File: config.mk
export PLATFORM = sky130hd
export DESIGN_NAME = sbr_brake_sequencer
export DESIGN_NICKNAME = d
export VERILOG_FILES = /design/src/rtl/sbr_pkg.sv /design/src/rtl/sbr_timer_if.sv /design/src/rtl/sbr_sync3.sv /design/src/rtl/sbr_ms_timer.sv /design/src/rtl/sbr_brake_sequencer.sv
export SDC_FILE = /design/constraint.sdc
export NUM_CORES = 1
export LEC_CHECK = 0
export ABC_AREA = 1
export BUFFER_PORTS_ARGS = -buffer_cell sky130_fd_sc_hd__buf_2
export CORE_MARGIN = 2
export CORE_UTILIZATION = 50
export CTS_CLUSTER_DIAMETER = 50
export DETAILED_ROUTE_END_ITERATION = 10
export PLACE_DENSITY = 0.81
export SLEW_MARGIN = 5
export SYNTH_ARGS = -nofsm -noshare
export SYNTH_HDL_FRONTEND = slang
export SYNTH_SLANG_ARGS = --single-unit
File: constraint.sdc
create_clock -name core_clk -period 5.4 [get_ports core_clk]
set_clock_uncertainty 0.2 [all_clocks]
set_input_delay 0.54 -clock core_clk [delete_from_list [all_inputs] [get_ports core_clk]]
set_output_delay 0.54 -clock core_clk [all_outputs]
set_load 0.01 [all_outputs]
File: src/rtl/sbr_pkg.sv
// constants, register map and state type for the brake release sequencer
`default_nettype none
package sbr_pkg;
  localparam int CLK_PERIOD_NS = 10;
  localparam int MS_TICK_MS = 1;
  localparam int CYCLES_PER_MS = MS_TICK_MS * 1000000 / CLK_PERIOD_NS;
  localparam int PARAM_W = 16;
  localparam int ADDR_W = 8;
  localparam int DATA_W = 32;
  localparam int GROUP_LSB = 5;
  localparam logic [2:0] GRP_MONITOR = 3'h0;
  localparam logic [2:0] GRP_BASIC = 3'h1;
  localparam logic [2:0] GRP_EXTENSION = 3'h2;
  localparam logic [2:0] GRP_COMM = 3'h3;
  localparam logic [2:0] GRP_DIAG = 3'h4;
  localparam logic [4:0] IDX_STATUS = 5'h00;
  localparam logic [4:0] IDX_RESTART_ACT = 5'h01;
  localparam logic [4:0] IDX_RELEASE_DLY = 5'h00;
  localparam logic [4:0] IDX_ENGAGE_DLY = 5'h01;
  localparam logic [4:0] IDX_ZERO_SPEED = 5'h02;
  localparam logic [4:0] IDX_LOCK_CFG = 5'h00;
  localparam logic [4:0] IDX_RESTART_PEND = 5'h01;
  localparam logic [4:0] IDX_VOLATILE = 5'h00;
  localparam logic [4:0] IDX_CONTROL = 5'h00;
  localparam logic [4:0] IDX_SPEED = 5'h01;
  localparam logic [4:0] IDX_REFUSED = 5'h02;
  localparam logic [15:0] RST_RELEASE_DLY = 16'h0000;
  localparam logic [15:0] RST_ENGAGE_DLY = 16'h0000;
  localparam logic [15:0] RST_ZERO_SPEED = 16'h000a;
  localparam logic [15:0] RST_LOCK_CFG = 16'h0001;
  localparam logic [15:0] RST_RESTART = 16'h0000;
  localparam logic [15:0] RST_VOLATILE = 16'h0000;
  localparam int ST_BRAKE_BIT = 0;
  localparam int ST_SERVO_BIT = 1;
  localparam int ST_ZERO_BIT = 2;
  localparam int ST_STATE_LSB = 4;
  localparam int LOCK_SPEED_STOP_BIT = 0;
  localparam int CTRL_RESTART_BIT = 0;
  typedef enum logic [3:0]
  {
    ST_ENGAGED = 4'h1,
    ST_RELEASE_WAIT = 4'h2,
    ST_RELEASED = 4'h4,
    ST_ENGAGE_WAIT = 4'h8
  } sbr_state_type;
endpackage : sbr_pkg
`default_nettype wire

File: src/rtl/sbr_timer_if.sv
// millisecond delay request and expiry between sequencer and timer
`timescale 1ns/1ps
`default_nettype none
interface sbr_timer_if;
  logic start;
  logic [sbr_pkg::PARAM_W-1:0] delayMs;
  logic expired;
  modport ctrl (output start, output delayMs, input expired);
  modport timer (input start, input delayMs, output expired);
endinterface : sbr_timer_if
`default_nettype wire

File: src/rtl/sbr_sync3.sv
// three stage synchroniser with agreement filter for a pin level
`timescale 1ns/1ps
`default_nettype none
module sbr_sync3
(
  input wire logic core_clk,
  input wire logic rstn,
  input wire logic asyncIn,
  output logic syncOut
);
  logic [2:0] stage_reg;
  logic level_reg;

  // only the second and third stage are compared; the first feeds nothing else
  always_ff @(posedge core_clk)
  begin
    if (!rstn)
    begin
      stage_reg <= 3'h0;
      level_reg <= 1'b0;
    end
    else
    begin
      stage_reg <= {stage_reg[1:0], asyncIn};
      if (stage_reg[2] == stage_reg[1])
      begin
        level_reg <= stage_reg[2];
      end
    end
  end

  assign syncOut = level_reg;
endmodule : sbr_sync3
`default_nettype wire

File: src/rtl/sbr_ms_timer.sv
// millisecond delay counter, latches the delay at start
`timescale 1ns/1ps
`default_nettype none
module sbr_ms_timer #(
  parameter int CYCLES_PER_MS = sbr_pkg::CYCLES_PER_MS
)
(
  input wire logic core_clk,
  input wire logic rstn,
  sbr_timer_if.timer tmr
);
  localparam int CYC_W = $clog2(CYCLES_PER_MS + 1);
  localparam logic [CYC_W-1:0] CYC_LAST = CYC_W'(CYCLES_PER_MS - 1);

  logic [CYC_W-1:0] cycCount_reg;
  logic [sbr_pkg::PARAM_W-1:0] msCount_reg;
  logic [sbr_pkg::PARAM_W-1:0] delay_reg;
  logic running_reg;
  wire msTick;
  wire reached;

  assign msTick = (cycCount_reg == CYC_LAST);
  assign reached = (msCount_reg >= delay_reg);
  assign tmr.expired = running_reg && reached;

  // counting stops once reached, so the count cannot wrap past the delay
  always_ff @(posedge core_clk)
  begin
    if (!rstn)
    begin
      cycCount_reg <= '0;
      msCount_reg <= '0;
      delay_reg <= '0;
      running_reg <= 1'b0;
    end
    else if (tmr.start)
    begin
      cycCount_reg <= '0;
      msCount_reg <= '0;
      delay_reg <= tmr.delayMs;
      running_reg <= 1'b1;
    end
    else if (running_reg && !reached)
    begin
      if (msTick)
      begin
        cycCount_reg <= '0;
        msCount_reg <= msCount_reg + 16'h0001;
      end
      else
      begin
        cycCount_reg <= cycCount_reg + CYC_W'(1);
      end
    end
  end
endmodule : sbr_ms_timer
`default_nettype wire

File: src/rtl/sbr_brake_sequencer.sv
// brake release sequencer with parameter registers on an avalon-mm slave
//
// Decided for this implementation: the Avalon-MM register port and the placing of the registers.
`timescale 1ns/1ps
`default_nettype none
module sbr_brake_sequencer #(
  parameter int CYCLES_PER_MS = sbr_pkg::CYCLES_PER_MS
)
(
  input wire logic core_clk,
  input wire logic rstn,
  input wire logic servoEnableInput,
  input wire logic [sbr_pkg::PARAM_W-1:0] motorSpeed,
  input wire logic [sbr_pkg::ADDR_W-1:0] address,
  input wire logic read,
  input wire logic write,
  input wire logic [sbr_pkg::DATA_W-1:0] writedata,
  output logic [sbr_pkg::DATA_W-1:0] readdata,
  output logic waitrequest,
  output logic brakeReleaseOutput
);
  localparam int PW = sbr_pkg::PARAM_W;
  localparam int DW = sbr_pkg::DATA_W;

  sbr_timer_if tmrIf ();

  logic servoEn;
  logic [PW-1:0] releaseDelay_reg;
  logic [PW-1:0] engageDelay_reg;
  logic [PW-1:0] zeroSpeed_reg;
  logic [PW-1:0] lockCfg_reg;
  logic [PW-1:0] restartPend_reg;
  logic [PW-1:0] restartAct_reg;
  logic [PW-1:0] volatile_reg;
  logic [PW-1:0] refusedCount_reg;
  logic [DW-1:0] readdata_reg;
  logic waitreq_reg;
  logic brake_reg;
  logic brake_next;
  sbr_pkg::sbr_state_type state_reg;
  sbr_pkg::sbr_state_type state_next;
  logic [DW-1:0] rdMux;

  sbr_sync3 servoSync
  (
    .core_clk(core_clk),
    .rstn(rstn),
    .asyncIn(servoEnableInput),
    .syncOut(servoEn)
  );

  sbr_ms_timer #(
    .CYCLES_PER_MS(CYCLES_PER_MS)
  ) delayTimer
  (
    .core_clk(core_clk),
    .rstn(rstn),
    .tmr(tmrIf.timer)
  );

  // address is group in the top bits, index in the low bits
  wire [2:0] group;
  wire [4:0] index;
  wire grpMon;
  wire grpBasic;
  wire grpExt;
  wire grpComm;
  wire grpDiag;
  assign group = address[sbr_pkg::ADDR_W-1:sbr_pkg::GROUP_LSB];
  assign index = address[sbr_pkg::GROUP_LSB-1:0];
  assign grpMon = (group == sbr_pkg::GRP_MONITOR);
  assign grpBasic = (group == sbr_pkg::GRP_BASIC);
  assign grpExt = (group == sbr_pkg::GRP_EXTENSION);
  assign grpComm = (group == sbr_pkg::GRP_COMM);
  assign grpDiag = (group == sbr_pkg::GRP_DIAG);

  wire selStatus;
  wire selRestartAct;
  wire selReleaseDly;
  wire selEngageDly;
  wire selZeroSpeed;
  wire selLockCfg;
  wire selRestartPend;
  wire selVolatile;
  wire selControl;
  wire selSpeed;
  wire selRefused;
  assign selStatus = grpMon && (index == sbr_pkg::IDX_STATUS);
  assign selRestartAct = grpMon && (index == sbr_pkg::IDX_RESTART_ACT);
  assign selReleaseDly = grpBasic && (index == sbr_pkg::IDX_RELEASE_DLY);
  assign selEngageDly = grpBasic && (index == sbr_pkg::IDX_ENGAGE_DLY);
  assign selZeroSpeed = grpBasic && (index == sbr_pkg::IDX_ZERO_SPEED);
  assign selLockCfg = grpExt && (index == sbr_pkg::IDX_LOCK_CFG);
  assign selRestartPend = grpExt && (index == sbr_pkg::IDX_RESTART_PEND);
  assign selVolatile = grpComm && (index == sbr_pkg::IDX_VOLATILE);
  assign selControl = grpDiag && (index == sbr_pkg::IDX_CONTROL);
  assign selSpeed = grpDiag && (index == sbr_pkg::IDX_SPEED);
  assign selRefused = grpDiag && (index == sbr_pkg::IDX_REFUSED);

  // a write lands on the edge where the master sees waitrequest low
  wire wrCommit;
  wire wrData;
  wire roHit;
  wire lockHit;
  wire lockRefused;
  wire roRefused;
  wire restartCmd;
  wire [PW-1:0] wrVal;
  assign wrCommit = write && !waitreq_reg;
  assign wrVal = writedata[PW-1:0];
  assign roHit = selStatus || selRestartAct || selSpeed || selRefused;
  assign lockHit = selLockCfg || selControl;
  assign roRefused = wrCommit && roHit;
  assign lockRefused = wrCommit && lockHit && servoEn;
  assign wrData = wrCommit && !servoEn;
  assign restartCmd = wrData && selControl && writedata[sbr_pkg::CTRL_RESTART_BIT];

  wire belowZero;
  wire speedStopEn;
  assign belowZero = (motorSpeed < zeroSpeed_reg);
  assign speedStopEn = lockCfg_reg[sbr_pkg::LOCK_SPEED_STOP_BIT];

  wire [DW-1:0] statusWord;
  assign statusWord = {{(DW - 8){1'b0}}, state_reg, 1'b0, belowZero, servoEn, brake_reg};

  assign rdMux = selStatus ? statusWord :
                 selRestartAct ? {{(DW - PW){1'b0}}, restartAct_reg} :
                 selReleaseDly ? {{(DW - PW){1'b0}}, releaseDelay_reg} :
                 selEngageDly ? {{(DW - PW){1'b0}}, engageDelay_reg} :
                 selZeroSpeed ? {{(DW - PW){1'b0}}, zeroSpeed_reg} :
                 selLockCfg ? {{(DW - PW){1'b0}}, lockCfg_reg} :
                 selRestartPend ? {{(DW - PW){1'b0}}, restartPend_reg} :
                 selVolatile ? {{(DW - PW){1'b0}}, volatile_reg} :
                 selSpeed ? {{(DW - PW){1'b0}}, motorSpeed} :
                 selRefused ? {{(DW - PW){1'b0}}, refusedCount_reg} :
                 {DW{1'b0}};

  // timer is started on the transitions that open a wait
  assign tmrIf.start = (state_reg == sbr_pkg::ST_ENGAGED && servoEn) ||
                       (state_reg == sbr_pkg::ST_RELEASED && !servoEn);
  assign tmrIf.delayMs = servoEn ? releaseDelay_reg : engageDelay_reg;

  always_comb
  begin
    state_next = state_reg;
    case (state_reg)
      sbr_pkg::ST_ENGAGED:
      begin
        if (servoEn)
        begin
          state_next = sbr_pkg::ST_RELEASE_WAIT;
        end
      end
      sbr_pkg::ST_RELEASE_WAIT:
      begin
        if (!servoEn)
        begin
          state_next = sbr_pkg::ST_ENGAGED;
        end
        else if (tmrIf.expired)
        begin
          state_next = sbr_pkg::ST_RELEASED;
        end
      end
      sbr_pkg::ST_RELEASED:
      begin
        if (!servoEn)
        begin
          state_next = sbr_pkg::ST_ENGAGE_WAIT;
        end
      end
      sbr_pkg::ST_ENGAGE_WAIT:
      begin
        if (servoEn)
        begin
          state_next = sbr_pkg::ST_RELEASED;
        end
        else if (tmrIf.expired)
        begin
          state_next = sbr_pkg::ST_ENGAGED;
        end
        else if (speedStopEn && belowZero)
        begin
          state_next = sbr_pkg::ST_ENGAGED;
        end
      end
      default:
      begin
        state_next = sbr_pkg::ST_ENGAGED;
      end
    endcase
    if (restartCmd)
    begin
      state_next = sbr_pkg::ST_ENGAGED;
    end
  end

  // released only in the two states where the motor may turn
  assign brake_next = (state_next == sbr_pkg::ST_RELEASED) ||
                      (state_next == sbr_pkg::ST_ENGAGE_WAIT);

  always_ff @(posedge core_clk)
  begin
    if (!rstn)
    begin
      state_reg <= sbr_pkg::ST_ENGAGED;
      brake_reg <= 1'b0;
    end
    else
    begin
      state_reg <= state_next;
      brake_reg <= brake_next;
    end
  end

  // one wait state per access, then a one-cycle answer
  always_ff @(posedge core_clk)
  begin
    if (!rstn)
    begin
      waitreq_reg <= 1'b1;
      readdata_reg <= '0;
    end
    else if (waitreq_reg && (read || write))
    begin
      waitreq_reg <= 1'b0;
      readdata_reg <= read ? rdMux : '0;
    end
    else
    begin
      waitreq_reg <= 1'b1;
    end
  end

  // delays and threshold are retained over a restart, only rstn reloads their reset values
  always_ff @(posedge core_clk)
  begin
    if (!rstn)
    begin
      releaseDelay_reg <= sbr_pkg::RST_RELEASE_DLY;
      engageDelay_reg <= sbr_pkg::RST_ENGAGE_DLY;
      zeroSpeed_reg <= sbr_pkg::RST_ZERO_SPEED;
      restartPend_reg <= sbr_pkg::RST_RESTART;
    end
    else if (wrCommit)
    begin
      if (selReleaseDly)
      begin
        releaseDelay_reg <= wrVal;
      end
      if (selEngageDly)
      begin
        engageDelay_reg <= wrVal;
      end
      if (selZeroSpeed)
      begin
        zeroSpeed_reg <= wrVal;
      end
      if (selRestartPend)
      begin
        restartPend_reg <= wrVal;
      end
    end
  end

  always_ff @(posedge core_clk)
  begin
    if (!rstn)
    begin
      lockCfg_reg <= sbr_pkg::RST_LOCK_CFG;
    end
    else if (wrData && selLockCfg)
    begin
      lockCfg_reg <= wrVal;
    end
  end

  // the new value only takes over on a restart
  always_ff @(posedge core_clk)
  begin
    if (!rstn)
    begin
      restartAct_reg <= sbr_pkg::RST_RESTART;
    end
    else if (restartCmd)
    begin
      restartAct_reg <= restartPend_reg;
    end
  end

  always_ff @(posedge core_clk)
  begin
    if (!rstn)
    begin
      volatile_reg <= sbr_pkg::RST_VOLATILE;
    end
    else if (restartCmd)
    begin
      volatile_reg <= sbr_pkg::RST_VOLATILE;
    end
    else if (wrCommit && selVolatile)
    begin
      volatile_reg <= wrVal;
    end
  end

  // saturating count of refused writes for diagnosis
  always_ff @(posedge core_clk)
  begin
    if (!rstn)
    begin
      refusedCount_reg <= '0;
    end
    else if ((roRefused || lockRefused) && (refusedCount_reg != {PW{1'b1}}))
    begin
      refusedCount_reg <= refusedCount_reg + 16'h0001;
    end
  end

  assign readdata = readdata_reg;
  assign waitrequest = waitreq_reg;
  assign brakeReleaseOutput = brake_reg;
endmodule : sbr_brake_sequencer
`default_nettype wire

==> reports/summary.log <==
INFO  outcome        status=completed
INFO  global_route   pin_count_of_the_biggest_net_entering_global_routing=106
INFO  pwr            power_density=291nW/um2
INFO  run            cap_viol_max_count=0
INFO  placed_design  rd_place_congestion=0.923
INFO  yosys          ys_dominant_reg_cell=dfxtp_1
INFO  placed_design  detailedPlace.worstSlack=1.93ns
INFO  clock_network  post-cts-setup-buffer-count=0
INFO  worst_setup_path worst-endpoint-arrival=3.69ns
INFO  yosys          async_reset_ff_frac=0
INFO  final_layout   finalNonFillerCells=1853
INFO  sta            relSlewSlack=0.293
INFO  global_route   grt_antenna_before_repair=1
INFO  sta            final_period_minus_worst_setup_slack=3.49ns
INFO  route          routedWlPerCell=14.7um
INFO  yosys          postSynthCellCount=1531
INFO  worst_setup_path worst_setup_path_end_kind=flop
INFO  final_layout   design.final.nets=1656
INFO  final_layout   layout.cell_area.non_filler=11800um2
INFO  global_route   gr_overflow_total=0
INFO  placed_design  io_buf_count=62
INFO  clock_network  cts-resized-gates=0
INFO  route          ant_nets=0
INFO  worst_setup_path start_kind=flop
INFO  yosys          ys.warnings.count=0
INFO  clock_network  cts_tree=built
INFO  yosys          synth.cell_area=10600um2
INFO  die            floorplan.initialDensity=0.508
INFO  clock_network  cts.sinks=204
INFO  worst_setup_path largest_fanout_on_the_critical_path=22
INFO  route          routed_wirelength=27200um
INFO  die            num_rows=53
INFO  sta            fin_hold_ws=0.149ns
INFO  final_layout   largest_register_ff_count=17
INFO  die            io_pins=95
INFO  final_layout   fin_util=0.567
INFO  die            die-height=150um
INFO  clock_network  cts_inserted_buffers=25
INFO  placed_design  placedInstanceArea=11000um2
INFO  die            die_area=22400um2
INFO  global_route   grt_pass1_wl=45200um
INFO  final_layout   areaGrowthSynthToFinish=11.7%
INFO  die            core_area=20900um2
INFO  clock_network  insertion_delay=0.53ns
INFO  yosys          unique_cell_type_count_in_the_yosys_netlist=45
INFO  sta            rsz0062_at_grt=false
INFO  yosys          syn-mean-instance-area=6.92um2
INFO  pwr            power.leakage=4.44nW
INFO  route          drt_drc_violations_left=0
INFO  clock_network  cts_htree_levels=1
INFO  route          detailedRoute.firstIterationViolations=908
INFO  placed_design  dpl.cell_count=1808
INFO  sta            timing.final.ws_setup=1.91ns
INFO  global_route   groute.usage.overall=0.244
INFO  route          via_count=10.2k
INFO  sta            fmax=287MHz
INFO  yosys          seq_area_frac_synth=0.385
INFO  worst_setup_path worstSetupPathType=flop to flop
INFO  placed_design  dp.final_hpwl=19100um
INFO  yosys          synth_edf_count=0
INFO  sta            finalCritPeriodShare=0.646
INFO  sta            finalHoldViolCount=0
INFO  worst_hold_path hp-class=input port to flop
INFO  global_route   grt_pass1_vias=9432
INFO  final_layout   insertedDiodeCount=0
INFO  final_layout   post_route_cells_drive_above_1_share=0.0925
INFO  pwr            max-vdd-ir-drop=289uV
INFO  clock_network  clock_pin_slew_on_the_worst_setup_and_hold_paths=0.06ns
INFO  sta            report.final.slew_viol_count=0
INFO  yosys          synth-seq-cells=204
INFO  die            floorplan.die.width=150um
INFO  sta            setup_viol=0
INFO  clock_network  number_of_buffers_between_clock_root_and_the_deepest_sink=3
INFO  route          drt-vias-per-instance=5.50
INFO  sta            tns=0ns
INFO  route          first_pass_iters=8
INFO  pwr            totalPowerFinal=3.45mW
INFO  sta            timing_worst_slew_pin_value=1.06ns
INFO  clock_network  ctsRootBufferMaster=clkbuf_16
INFO  worst_setup_path timing.critical_path.required=5.61ns
## worst paths after layout
path                                                start                          to  slack (ns)  cells past startpoint
worst max register to register  delayTimer.msCount_reg[9]  delayTimer.cycCount_reg[4]        1.91                      9
worst max-delay path            delayTimer.msCount_reg[9]  delayTimer.cycCount_reg[4]        1.91                      9
worst min register to register     servoSync.stage_reg[0]      servoSync.stage_reg[1]        0.22                      2
worst min-delay path                        writedata[14]         engageDelay_reg[14]        0.15                      3
## cell families (layout without fill, tap and decap cells)
logic type	Yosys count	in the layout	share of synthesized area
compound gates	397	397	0.193
xor+xnor	26	26	0.0215
fa+ha+maj	34	34	0.0401
buf+inv	264	296	0.104
flops	204	204	0.385
other cells	1	16	0.000354
simple gates	605	605	0.255
## worst max-delay path, cell delays in order, from the launching register on
cell	delay, ns
dfxtp_1	0.45
ha_1	0.30
a21oi_1	0.12
o21ai_0	0.09
a21oi_1	0.26
nand4_1	0.83
inv_1	0.65
nand3_1	0.21
o21ai_0	0.20
nor2_1	0.06
## synth_stat cells (2+ instances only)
| cell type | instances | area share |
|---|---|---|
| xor2_1 | 19 | 0.016 |
| o21ai_0 | 161 | 0.076 |
| clkbuf_1 | 43 | 0.015 |
| a21oi_1 | 191 | 0.090 |
| nand3b_1 | 15 | 0.011 |
| nor2_2 | 5 | 0.0030 |
| inv_2 | 8 | 0.0028 |
| o21a_1 | 5 | 0.0035 |
| nor4_1 | 12 | 0.0071 |
| buf_2 | 14 | 0.0066 |
| inv_1 | 171 | 0.061 |
| nand4_1 | 17 | 0.010 |
| a31oi_1 | 16 | 0.0094 |
| nor2_4 | 4 | 0.0042 |
| clkbuf_2 | 2 | 0.00094 |
| buf_4 | 23 | 0.016 |
| nand3_1 | 69 | 0.033 |
| nor4_4 | 2 | 0.0040 |
| dfxtp_1 | 204 | 0.39 |
| or2_2 | 3 | 0.0018 |
| nor2_1 | 96 | 0.034 |
| and3_1 | 2 | 0.0012 |
| ha_1 | 34 | 0.040 |
| nand3_4 | 2 | 0.0033 |
| nor3_1 | 35 | 0.017 |
| xnor2_1 | 7 | 0.0058 |
| nand2_1 | 334 | 0.12 |
| o211ai_1 | 4 | 0.0028 |
| o21ai_1 | 16 | 0.0076 |
| nand2_2 | 2 | 0.0012 |
## where the power goes
group / total [mW] / internal [mW] / switching (mW) / leakage (nW)
registers: 1.51 / 1.51 / 0.00165 / 1.64
logic: 0.139 / 0.0394 / 0.0992 / 2.37
clock network: 1.80 / 1.12 / 0.679 / 0.432
## area by class of cell
class	count	area, um2
sequential	204	4080
clock buffer	29	661
clock inverter	15	225
tap	275	344
multi-input combinational	1078	5470
fill	1943	9040
timing repair buffer	72	388
inverter	180	677
## what timing repair did
action / 4_1_cts / 5_1_grt
hold buffers: 1 / 0
endpoints found under the setup margin: 0 / 0
endpoints found under the hold margin: 1 / 0
## placed cells by master (no fill, tap or decap), drive strengths merged, types with 2 or more instances in the layout
cell type	Yosys	final
conb	1	16
nand3	71	71
or2	4	4
inv	179	182
o211ai	4	4
clkinvlp	0	2
o21a	5	5
and3	2	2
ha	34	34
dfxtp	204	204
o21ai	177	177
nor3	36	36
nor2	106	106
nand2	337	337
xnor2	7	7
buf	39	71
nand4	17	17
a21oi	191	191
bufinv	0	5
clkinv	1	6
xor2	19	19
nand3b	15	15
a31oi	16	16
clkbuf	45	29
nor4	15	15
## per-layer routing
metal | part of all wire | GRT usage
met1 | 0.44 | 0.322
met2 | 0.46 | 0.408
met3 | 0.077 | 0.0427
met4 | 0.021 | 0.0719
met5 | 0.00048 | 0
No activity file was read; power rests on OpenSTA's default activity.
